===== src/can_flags_pkg.sv =====
// package: register map, field positions and reset values of the can buffer flag block
// assumes: 8-bit registers, each on its own 32-bit avalon word
package can_flags_pkg;

	// ----------------------------------------------------------------
	// register byte addresses
	// ----------------------------------------------------------------
	localparam logic [3:0] ADDR_RX_FLAGS = 4'h0;
	localparam logic [3:0] ADDR_RX_IRQ_EN = 4'h4;
	localparam logic [3:0] ADDR_TX_FLAGS = 4'h8;
	localparam logic [3:0] ADDR_TX_CTRL = 4'hC;
	localparam logic [3:0] ADDR_ACC_CTRL = 4'h0;
	localparam logic [3:0] ADDR_MOD_CTRL = 4'h4;
	localparam logic [3:0] ADDR_IRQ_STATUS = 4'h8;
	// upper address bit selects the second group of four words
	localparam int ADDR_GROUP_BIT = 4;

	// ----------------------------------------------------------------
	// field positions
	// ----------------------------------------------------------------
	localparam int RXF_WAKEUP = 7;
	localparam int RXF_OVERRUN = 1;
	localparam int RXF_FULL = 0;
	localparam int TXF_ACK_LSB = 4;
	localparam int TXC_REQ_LSB = 4;
	localparam int ACC_MODE_LSB = 4;
	localparam int MOD_SOFT_RESET = 0;

	// ----------------------------------------------------------------
	// reset values
	// ----------------------------------------------------------------
	localparam logic [7:0] RX_FLAGS_RESET = 8'h00;
	localparam logic [7:0] RX_IRQ_EN_RESET = 8'h00;
	localparam logic [2:0] TX_EMPTY_RESET = 3'h7;
	localparam logic [2:0] TX_ZERO_RESET = 3'h0;
	localparam logic [1:0] ACC_MODE_RESET = 2'h0;
	localparam logic [1:0] HIT_RESET = 2'h0;
	localparam logic MOD_SOFT_RESET_VALUE = 1'b1;
	localparam logic [31:0] UNMAPPED_READ = 32'h0000_0000;

	// ----------------------------------------------------------------
	// types
	// ----------------------------------------------------------------
	typedef enum logic [1:0] {
		MODE_ONE_32 = 2'b00,
		MODE_TWO_16 = 2'b01,
		MODE_FOUR_8 = 2'b10,
		MODE_CLOSED = 2'b11
	} acc_mode_e;

	typedef enum logic [0:0] {
		BUS_IDLE = 1'b0,
		BUS_ANSWER = 1'b1
	} bus_state_e;

	// events from the protocol engine, one-cycle pulses
	typedef struct packed {
		logic wakeup;
		logic rxWarning;
		logic txWarning;
		logic rxPassive;
		logic txPassive;
		logic busOff;
		logic overrun;
		logic msgReceived;
		logic [1:0] msgHit;
		logic [2:0] txDone;
		logic [2:0] txAbortable;
	} can_events_s;

	// levels that say a status cause still holds
	typedef struct packed {
		logic wakeup;
		logic rxWarning;
		logic txWarning;
		logic rxPassive;
		logic txPassive;
		logic busOff;
	} can_causes_s;

	// interrupt request outputs
	typedef struct packed {
		logic wakeupIrq;
		logic errorIrq;
		logic rxIrq;
		logic txIrq;
	} can_irqs_s;

endpackage


===== src/can_buffer_flags.sv =====
// can_buffer_flags: receive/transmit buffer flags, enables, abort handshake, acceptance mode
// assumes: avalon-mm master on mclk, protocol engine gives one-cycle event pulses on mclk
//
// Functional notes
// - overrun sets overrun flag; with enable it holds error interrupt pending
// - stored accepted message sets receive-full flag
// - no background-to-foreground copy while receive-full is set
// - soft-reset bit holds flag, enable and transmit control registers reset
// - receive enables route wakeup, error and receive-full events to interrupts
// - abort ack read-only; empty flags write-one-clear; resets restore flags
// - successful transmission sets the buffer's empty flag
// - granted abort sets empty and ack flags, raising enabled interrupt
// - clearing an empty flag clears its ack flag too
// - abort granted only before start or after failed transmission
// - abort request settable only; cleared when empty flag sets
// - empty interrupt enables route each buffer to transmit interrupt
// - acceptance mode selects filter layout; closed mode accepts nothing
// - hit field reports which filter accepted the message
// - hit field updates when message is copied to foreground
// - acceptance control writable only while soft-reset bit is set
// - receive flags clear on one, only once their cause has gone
// - accept only when all unmasked identifier bits equal the code
`timescale 1ns/1ns
`default_nettype none

module can_buffer_flags
	import can_flags_pkg::*;
#(
	parameter int DATA_W = 32
) (
	// clock, reset, enable
	input wire logic mclk,
	input wire logic sys_rst,
	input wire logic clkEn,
	// avalon-mm slave
	input wire logic [4:0] address,
	input wire logic read,
	input wire logic write,
	input wire logic [DATA_W-1:0] writedata,
	input wire logic [3:0] byteenable,
	output logic [DATA_W-1:0] readdata,
	output logic waitrequest,
	// protocol engine side
	input wire can_events_s events,
	input wire can_causes_s causes,
	input wire logic idMatch,
	output logic softResetMode,
	output logic [2:0] abortRequest,
	output logic [1:0] acceptanceMode,
	output logic foregroundLoad,
	// interrupts
	output can_irqs_s irqs
);

	// ----------------------------------------------------------------
	// state
	// ----------------------------------------------------------------
	bus_state_e busState_reg;
	logic [7:0] rxFlags_reg;
	logic [7:0] rxIrqEn_reg;
	logic [2:0] txEmpty_reg;
	logic [2:0] abortAck_reg;
	logic [2:0] abortReq_reg;
	logic [2:0] txIrqEn_reg;
	logic [1:0] accMode_reg;
	logic [1:0] hit_reg;
	logic softReset_reg;
	logic waitrequest_reg;
	logic load_reg;
	logic [DATA_W-1:0] readdata_reg;
	can_irqs_s irqs_reg;

	logic grp;
	logic wrStrobe;
	logic wrLow;
	logic [7:0] wrByte;
	logic [7:0] rxCause;
	logic [7:0] rxFlags_next;
	logic [2:0] txEmpty_next;
	logic [2:0] abortGrant;
	logic accept;
	logic [DATA_W-1:0] readdata_next;

	function automatic logic hit_addr(input logic [4:0] a, input logic g, input logic [3:0] o);
		hit_addr = (a[ADDR_GROUP_BIT] == g) && (a[3:0] == o);
	endfunction

	// ----------------------------------------------------------------
	// bus slave: one wait cycle, then answer
	// ----------------------------------------------------------------
	assign wrStrobe = write && busState_reg == BUS_ANSWER;
	assign wrLow = wrStrobe && byteenable[0];
	assign wrByte = writedata[7:0];
	assign grp = address[ADDR_GROUP_BIT];

	always_ff @(posedge mclk) begin
		if (sys_rst) begin
			busState_reg <= BUS_IDLE;
			waitrequest_reg <= 1'b1;
		end else if (clkEn) begin
			if (busState_reg == BUS_IDLE && (read || write)) begin
				busState_reg <= BUS_ANSWER;
				waitrequest_reg <= 1'b0;
			end else begin
				busState_reg <= BUS_IDLE;
				waitrequest_reg <= 1'b1;
			end
		end
	end

	assign waitrequest = waitrequest_reg;

	// ----------------------------------------------------------------
	// module control: soft reset bit
	// ----------------------------------------------------------------
	always_ff @(posedge mclk) begin
		if (sys_rst) begin
			softReset_reg <= MOD_SOFT_RESET_VALUE;
		end else if (clkEn && wrLow && hit_addr(address, 1'b1, ADDR_MOD_CTRL)) begin
			softReset_reg <= wrByte[MOD_SOFT_RESET];
		end
	end

	// ----------------------------------------------------------------
	// receive flags and enables
	// ----------------------------------------------------------------
	assign rxCause = {causes.wakeup, causes.rxWarning, causes.txWarning, causes.rxPassive,
		causes.txPassive, causes.busOff, 1'b0, 1'b0};
	// message is accepted only when filter matches and mode is open
	assign accept = events.msgReceived && idMatch && accMode_reg != MODE_CLOSED;
	// copy only while foreground free
	assign foregroundLoad = load_reg;

	always_comb begin
		rxFlags_next = rxFlags_reg;
		if (wrLow && hit_addr(address, 1'b0, ADDR_RX_FLAGS)) begin
			// clear only bits whose cause has gone
			rxFlags_next = rxFlags_reg & ~(wrByte & ~rxCause);
		end
		// set wins over clear
		rxFlags_next = rxFlags_next | {events.wakeup, events.rxWarning, events.txWarning,
			events.rxPassive, events.txPassive, events.busOff, 1'b0, 1'b0};
		if (events.overrun || (accept && rxFlags_reg[RXF_FULL])) begin
			rxFlags_next[RXF_OVERRUN] = 1'b1;
		end
		if (accept && !rxFlags_reg[RXF_FULL]) begin
			rxFlags_next[RXF_FULL] = 1'b1;
		end
	end

	always_ff @(posedge mclk) begin
		if (sys_rst || softReset_reg) begin
			rxFlags_reg <= RX_FLAGS_RESET;
			load_reg <= 1'b0;
			hit_reg <= HIT_RESET;
		end else if (clkEn) begin
			rxFlags_reg <= rxFlags_next;
			load_reg <= accept && !rxFlags_reg[RXF_FULL];
			if (accept && !rxFlags_reg[RXF_FULL]) begin
				hit_reg <= events.msgHit;
			end
		end
	end

	always_ff @(posedge mclk) begin
		if (sys_rst || softReset_reg) begin
			rxIrqEn_reg <= RX_IRQ_EN_RESET;
		end else if (clkEn && wrLow && hit_addr(address, 1'b0, ADDR_RX_IRQ_EN)) begin
			rxIrqEn_reg <= wrByte;
		end
	end

	// ----------------------------------------------------------------
	// transmit flags, abort handshake, transmit control
	// ----------------------------------------------------------------
	// engine reports abortable when not started or after a failed attempt
	assign abortGrant = abortReq_reg & ~txEmpty_reg & events.txAbortable;

	always_comb begin
		txEmpty_next = txEmpty_reg;
		if (wrLow && hit_addr(address, 1'b0, ADDR_TX_FLAGS)) begin
			txEmpty_next = txEmpty_reg & ~wrByte[2:0];
		end
		txEmpty_next = txEmpty_next | events.txDone | abortGrant;
	end

	always_ff @(posedge mclk) begin
		if (sys_rst || softReset_reg) begin
			txEmpty_reg <= TX_EMPTY_RESET;
			abortAck_reg <= TX_ZERO_RESET;
		end else if (clkEn) begin
			txEmpty_reg <= txEmpty_next;
			// ack cleared with its empty flag; grant sets it
			abortAck_reg <= ((abortAck_reg & txEmpty_next) & ~events.txDone) | abortGrant;
		end
	end

	always_ff @(posedge mclk) begin
		if (sys_rst || softReset_reg) begin
			abortReq_reg <= TX_ZERO_RESET;
			txIrqEn_reg <= TX_ZERO_RESET;
		end else if (clkEn) begin
			if (wrLow && hit_addr(address, 1'b0, ADDR_TX_CTRL)) begin
				// request only settable, cleared when empty sets
				abortReq_reg <= (abortReq_reg | wrByte[TXC_REQ_LSB +: 3]) & ~txEmpty_next;
				txIrqEn_reg <= wrByte[2:0];
			end else begin
				abortReq_reg <= abortReq_reg & ~txEmpty_next;
			end
		end
	end

	assign abortRequest = abortReq_reg;

	// ----------------------------------------------------------------
	// acceptance control
	// ----------------------------------------------------------------
	always_ff @(posedge mclk) begin
		if (sys_rst) begin
			accMode_reg <= ACC_MODE_RESET;
		end else if (clkEn && wrLow && softReset_reg && hit_addr(address, 1'b1, ADDR_ACC_CTRL)) begin
			accMode_reg <= wrByte[ACC_MODE_LSB +: 2];
		end
	end

	assign acceptanceMode = accMode_reg;
	assign softResetMode = softReset_reg;

	// ----------------------------------------------------------------
	// interrupt requests
	// ----------------------------------------------------------------
	always_ff @(posedge mclk) begin
		if (sys_rst) begin
			irqs_reg <= '0;
		end else if (clkEn) begin
			irqs_reg.wakeupIrq <= rxFlags_next[RXF_WAKEUP] && rxIrqEn_reg[RXF_WAKEUP];
			irqs_reg.errorIrq <= |(rxFlags_next[6:1] & rxIrqEn_reg[6:1]);
			irqs_reg.rxIrq <= rxFlags_next[RXF_FULL] && rxIrqEn_reg[RXF_FULL];
			irqs_reg.txIrq <= |(txEmpty_next & txIrqEn_reg);
			if (softReset_reg) begin
				irqs_reg <= '0;
			end
		end
	end

	assign irqs = irqs_reg;

	// ----------------------------------------------------------------
	// read data
	// ----------------------------------------------------------------
	always_comb begin
		readdata_next = UNMAPPED_READ;
		unique case ({grp, address[3:0]})
			{1'b0, ADDR_RX_FLAGS}: readdata_next[7:0] = rxFlags_reg;
			{1'b0, ADDR_RX_IRQ_EN}: readdata_next[7:0] = rxIrqEn_reg;
			{1'b0, ADDR_TX_FLAGS}: readdata_next[7:0] = {1'b0, abortAck_reg, 1'b0, txEmpty_reg};
			{1'b0, ADDR_TX_CTRL}: readdata_next[7:0] = {1'b0, abortReq_reg, 1'b0, txIrqEn_reg};
			{1'b1, ADDR_ACC_CTRL}: readdata_next[7:0] = {2'b00, accMode_reg, 2'b00, hit_reg};
			{1'b1, ADDR_MOD_CTRL}: readdata_next[7:0] = {7'h00, softReset_reg};
			{1'b1, ADDR_IRQ_STATUS}: readdata_next[7:0] = {4'h0, irqs_reg};
			default: readdata_next = UNMAPPED_READ;
		endcase
	end

	always_ff @(posedge mclk) begin
		if (sys_rst) begin
			readdata_reg <= UNMAPPED_READ;
		end else if (clkEn && read && busState_reg == BUS_IDLE) begin
			readdata_reg <= readdata_next;
		end
	end

	assign readdata = readdata_reg;

endmodule

`default_nettype wire


===== config.mk =====
export PLATFORM = sky130hd
export DESIGN_NAME = can_buffer_flags
export DESIGN_NICKNAME = d
export VERILOG_FILES = /design/src/can_flags_pkg.sv /design/src/can_buffer_flags.sv
export SDC_FILE = /design/constraint.sdc
export NUM_CORES = 1
export LEC_CHECK = 0
export BUFFER_PORTS_ARGS = -buffer_cell sky130_fd_sc_hd__clkbuf_2
export CORE_MARGIN = 2
export CORE_UTILIZATION = 49
export CTS_BUF_LIST = sky130_fd_sc_hd__clkbuf_4
export DETAILED_ROUTE_END_ITERATION = 10
export GPL_ROUTABILITY_DRIVEN = 0
export PLACE_DENSITY_LB_ADDON = 0.05
export SLEW_MARGIN = 10
export SYNTH_ARGS = -nofsm -noshare
export SYNTH_HDL_FRONTEND = slang
export SYNTH_SLANG_ARGS = --single-unit
export TNS_END_PERCENT = 1

===== constraint.sdc =====
create_clock -name mclk -period 2 [get_ports mclk]
set_clock_uncertainty 0.1 [all_clocks]
set_input_delay 0.2 -clock mclk [delete_from_list [all_inputs] [get_ports mclk]]
set_output_delay 0.2 -clock mclk [all_outputs]
set_load 0.02 [all_outputs]

== After elaboration in Yosys (flattened, before gate mapping) ==
Cells that the tools add are included.

* Eq/ne operators: 10
* Muxes and demuxes: 9
* Bitwise operators: 24
* Reduce and logical (&&, ||, !) cells: 35

{| class="wikitable"
|+ Operators by type and width
! operator !! number
|-
| case mux 8 bit (7 select lines) || 1
|-
| logical AND 1 bit || 25
|-
| AND 3 bit || 8
|-
| AND 8 bit || 2
|-
| NOT 8 bit || 2
|-
| == test 5 bit (second input constant) || 3
|-
| NOT 3 bit || 4
|-
| bitwise OR 3 bit || 4
|-
| == test 5 x 4 -> 1 bit (second input constant) || 2
|-
| == test 4 bit (second input constant) || 2
|-
| two-way mux 8 bit || 1
|-
| bitwise OR 8 bit || 1
|-
| AND 6 bit || 1
|-
| two-way mux 3 bit || 2
|-
| OR reduction 6 bit || 1
|-
| == test 5 x 3 -> 1 bit (second input constant) || 1
|-
| logical NOT 5 bit || 1
|-
| == test 4 x 3 -> 1 bit (second input constant) || 1
|-
| logical NOT 4 bit || 1
|-
| two-way mux 1 bit || 4
|-
| two-way mux 4 bit || 1
|-
| AND reduction 2 bit || 2
|-
| logical OR 1 bit || 3
|-
| OR reduction 3 bit || 1
|-
| 3 further kinds || 4
|}

* Bits in registers: 48
* Bits of input ports: 69
* Output and inout bits: 44
* Logic and storage cells: 95

== Depth between registers and ports, before layout ==
* Depth in word-level cells: 10
* Depth in mapped cells: 7
* Gate-level depth less buffers: 5

== Worst setup path after synthesis ==
OpenSTA, ideal clock, no wires.

* Kind: input -> register
* Start: input address[1]
* End: register irqs_reg, in the netlist irqs[0]
* Library setup time: 121 ps
* Data arrival time: 1648 ps
* Slack: 131 ps
* Stages on the path: 5
* Path buffers: 0
* Cell sequence: or4_4 or3_1 a211o_1 a22oi_2 a21oi_1

* Longest elaborated chain between the ends: 9

{| class="wikitable"
|+ Ends and longest elaborated chain
! element !! RTL line !! text
|-
| from (decl) || can_buffer_flags.sv:36 || <nowiki>input wire logic [4:0] address,</nowiki>
|-
| == test 4 bit || can_buffer_flags.sv:85 || <nowiki>hit_addr = (a[ADDR_GROUP_BIT] == g) && (a[3:0] == o);</nowiki>
|-
| logical AND 1 bit || can_buffer_flags.sv:85 ||
|-
| logical AND 1 bit || can_buffer_flags.sv:181 || <nowiki>if (wrLow && hit_addr(address, 1'b0, ADDR_TX_FLAGS)) begin</nowiki>
|-
| two-way mux 3 bit || can_buffer_flags.sv:181 ||
|-
| bitwise OR 3 bit (2 in a row) || can_buffer_flags.sv:184 || <nowiki>txEmpty_next = txEmpty_next | events.txDone | abortGrant;</nowiki>
|-
| AND 3 bit || can_buffer_flags.sv:239 || <nowiki>irqs_reg.txIrq <= |(txEmpty_next & txIrqEn_reg);</nowiki>
|-
| OR reduction 3 bit || can_buffer_flags.sv:239 ||
|-
| two-way mux 4 bit || can_buffer_flags.sv:240 || <nowiki>if (softReset_reg) begin</nowiki>
|-
| to (decl) || can_buffer_flags.sv:71 || <nowiki>can_irqs_s irqs_reg;</nowiki>
|}

No other way between the ends.
A chain may end at the register's enable or synchronous reset.

== Final worst setup path ==
* Start: register busState_reg
* End: register irqs_reg, in the netlist irqs[0]

* Longest elaborated chain between the ends: 9

{| class="wikitable"
|+ Ends and longest elaborated chain
! element !! RTL line !! text
|-
| from (decl) || can_buffer_flags.sv:58 || <nowiki>bus_state_e busState_reg;</nowiki>
|-
| from (signal assigned) || can_buffer_flags.sv:98 || <nowiki>busState_reg <= BUS_IDLE;</nowiki>
|-
| from (signal assigned) || can_buffer_flags.sv:102 || <nowiki>busState_reg <= BUS_ANSWER;</nowiki>
|-
| from (signal assigned) || can_buffer_flags.sv:105 || <nowiki>busState_reg <= BUS_IDLE;</nowiki>
|-
| logical AND 1 bit || can_buffer_flags.sv:91 || <nowiki>assign wrStrobe = write && busState_reg == BUS_ANSWER;</nowiki>
|-
| logical AND 1 bit || can_buffer_flags.sv:92 || <nowiki>assign wrLow = wrStrobe && byteenable[0];</nowiki>
|-
| logical AND 1 bit || can_buffer_flags.sv:181 ||
|-
| two-way mux 3 bit || can_buffer_flags.sv:181 ||
|-
| bitwise OR 3 bit (2 in a row) || can_buffer_flags.sv:184 ||
|-
| AND 3 bit || can_buffer_flags.sv:239 ||
|-
| OR reduction 3 bit || can_buffer_flags.sv:239 ||
|-
| two-way mux 4 bit || can_buffer_flags.sv:240 ||
|}

No other way between the ends.

==> results.cfg <==
[clocking]
max-clock-path-buffers = 2
cts_tree = done
numCtsBuffers = 5
cts_hold_buf = 15
clk_latency_ns = 0.38
cts_setup_buffers = 0
htree_levels = 2
cts.repair.resized = 0
path_clk_slew_ns = 0.15
clock_sinks = 48
cts-root-buf = clkbuf_4

[yosys]
syn_area_um2 = 2560
netlist_instances = 322
yosysSeqAreaShare_pct = 37.6
ys_ff_latch = 48
synth_area_leaders = dfxtp_1, buf_4, a21oi_1
yosysWarnings = 0
synth_top_area_share_pct = 37.6
yosysUniqueCellTypes = 46
synthTopCellsByCount = dfxtp_1, nand2_1, a21oi_1
synth-edff-count = 0
synth_ff_type = dfxtp_1
synth.most_common_cell = dfxtp_1
async_flop_share_pct = 0
syn_area_per_cell_um2 = 7.95
yosysTopAreaCell = dfxtp_1

[route]
drt_first_pass_iters = 4
drc = 0
post_drt_wl_per_cell_um = 15.7
vias = 2620
drtIter0Drc = 214
viasPerCell = 5.50
wl_mm = 7.46
ant_nets = 0

[floorplanning]
die-area_um2 = 5820
die_x_um = 76.3
initial_core_util_pct = 50.4
rows = 26
die_h_um = 76.3
io_pins = 113
core_area_um2 = 5070

[global_routing]
first_global_vias = 2360
grt.overflow.total = 0
antenna_found_initial = 0
grt_start_max_net_pins = 29
grtUsageTotal_pct = 26.0
grt_pass1_wl_mm = 12.0

[final_layout]
seqCellArea_um2 = 961
n_antenna_cell = 0
fin_nets = 474
nFillCells = 517
layout-drive-gt1-share_pct = 22.9
multi_input_area_um2 = 1430
syn2layout_area_growth_pct = 21.9

[placed_design]
port_buffers = 61
dp_hpwl_mm = 5.43
preCtsSetupSlack_ns = -0.0418

[worst_setup_path]
cp_top_family = compound AO/OA/AOI/OAI gates
cp_num_buf_inv = 0
cp.arrival_ns = 1.93
critPathLaunchType = flip-flop
critPathMaxStageDelay_ns = 0.42
r2r-end = irqs[0]
rrSetupSlack_ns = 0.26
critPathCaptureType = flip-flop
reg2reg_from = busState_reg
required_ns = 2.19
crit_cells = 5
critPathMaxFanout = 5
cpMaxStageDelayCell = dfxtp_1
path_cells = nand4_1 > or3_1 > a211o_1 > a22oi_2 > a21oi_1
critical_path_class = reg -> reg
reg2reg_depth = 5

[sta]
rsz0062_at_grt = no
fin_setup_tns_ns = 0
finalHoldViolCount = 0
fin_crit_sh_pct = 86.9
setup_viol = 0
relSlewSlack_pct = 58.5
holdWs_ns = 0.00654
tightest_slew_ns = 0.621
period_minus_slack_ns = 1.74
worst_slack_ns = 0.261
drv_slew = 0
fmax_mhz = 575

[power_and_ir_drop]
ir_worst_vdd_uv = 297
p_total_uw = 1670
power_leakage_uw = 0.00124
power_density_nw_per_um2 = 536

[run_status]
status = completed

[hold_path]
worstHoldPathType = in -> reg
min_path_cells = 3
min_to = rxIrqEn_reg[1]
hp-start = writedata[1]

[flow_run]
maxCapViolations = 0
## worst register-to-register path, cell delays in order, from the launching register on
cell	delay [ns]
dfxtp_1	0.42
nand4_1	0.17
or3_1	0.39
a211o_1	0.36
a22oi_2	0.15
a21oi_1	0.07
## worst max path at each step
stage	startpoint	endpoint	slack, ns
final	busState_reg	irqs[0]	0.26
after global routing	busState_reg	txEmpty_reg[2]	0.12
after CTS	busState_reg	irqs[0]	0.27
after detailed placement	address[1]	irqs[0]	-0.04
after global placement	address[1]	irqs[0]	-0.02
after floorplan	address[1]	irqs[0]	0.13
## report_power, final
| group | switching [uW] | internal, uW | leakage [uW] |
|---|---|---|---|
| logic | 149 | 90.9 | 0.000820 |
| clock network | 333 | 136 | 0.0000349 |
| registers | 3.05 | 960 | 0.000387 |
| total | 486 | 1190 | 0.00124 |
## per-stage QoR
stage | cell area (um2) | util, % | std cells
2_1_floorplan | 2650 | - | 345
3_3_place_gp | 2910 | 57.4 | 453
3_5_place_dp | 2910 | 57.4 | 453
4_1_cts | 3120 | 61.5 | 476
5_1_grt | 3120 | 61.5 | 476
6_report | 3120 | 61.5 | 476
## final cells by class
class / instances / share of cell area [%]
Tap cell: 70 / 2.81
Sequential cell: 48 / 30.8
Multi-Input combinational cell: 254 / 45.9
Timing Repair Buffer: 90 / 18.0
Clock inverter: 3 / 0.602
Inverter: 6 / 0.722
Clock buffer: 5 / 1.20
## routing by layer
| layer | vias up | track usage, % | share of wire, % |
|---|---|---|---|
| met3 | 15 | 3.20 | 7.2 |
| met1 | 1211 | 36.2 | 44 |
| met5 | - | 0 | 0 |
| met4 | 0 | 8.36 | 2.5 |
| li1 | 1278 | - | - |
| met2 | 116 | 42.1 | 46 |
## cell families (layout without fill, tap and decap cells)
kind of cell,after synthesis,count (layout),synth area share (%)
multiplexers,17,17,7.24
flip-flops,48,48,37.6
other,1,24,0.147
buffers and inverters,43,104,9.88
AND/OR/NAND/NOR,118,118,22.8
AO/OA/AOI/OAI,95,95,22.4
## placed cells by master (no fill, tap or decap), types with 6 or more instances in the layout
master / n
dlygate4sd3_1: 15
buf_4: 14
a22oi_1: 8
conb_1: 24
nand2b_1: 9
clkbuf_2: 61
mux2i_1: 14
nand4_1: 8
nand3_1: 8
dfxtp_1: 48
nor2_1: 26
a21oi_1: 35
o21ai_0: 27
nor3_1: 6
nand2_1: 40
No activity file was read; power rests on OpenSTA's default activity.
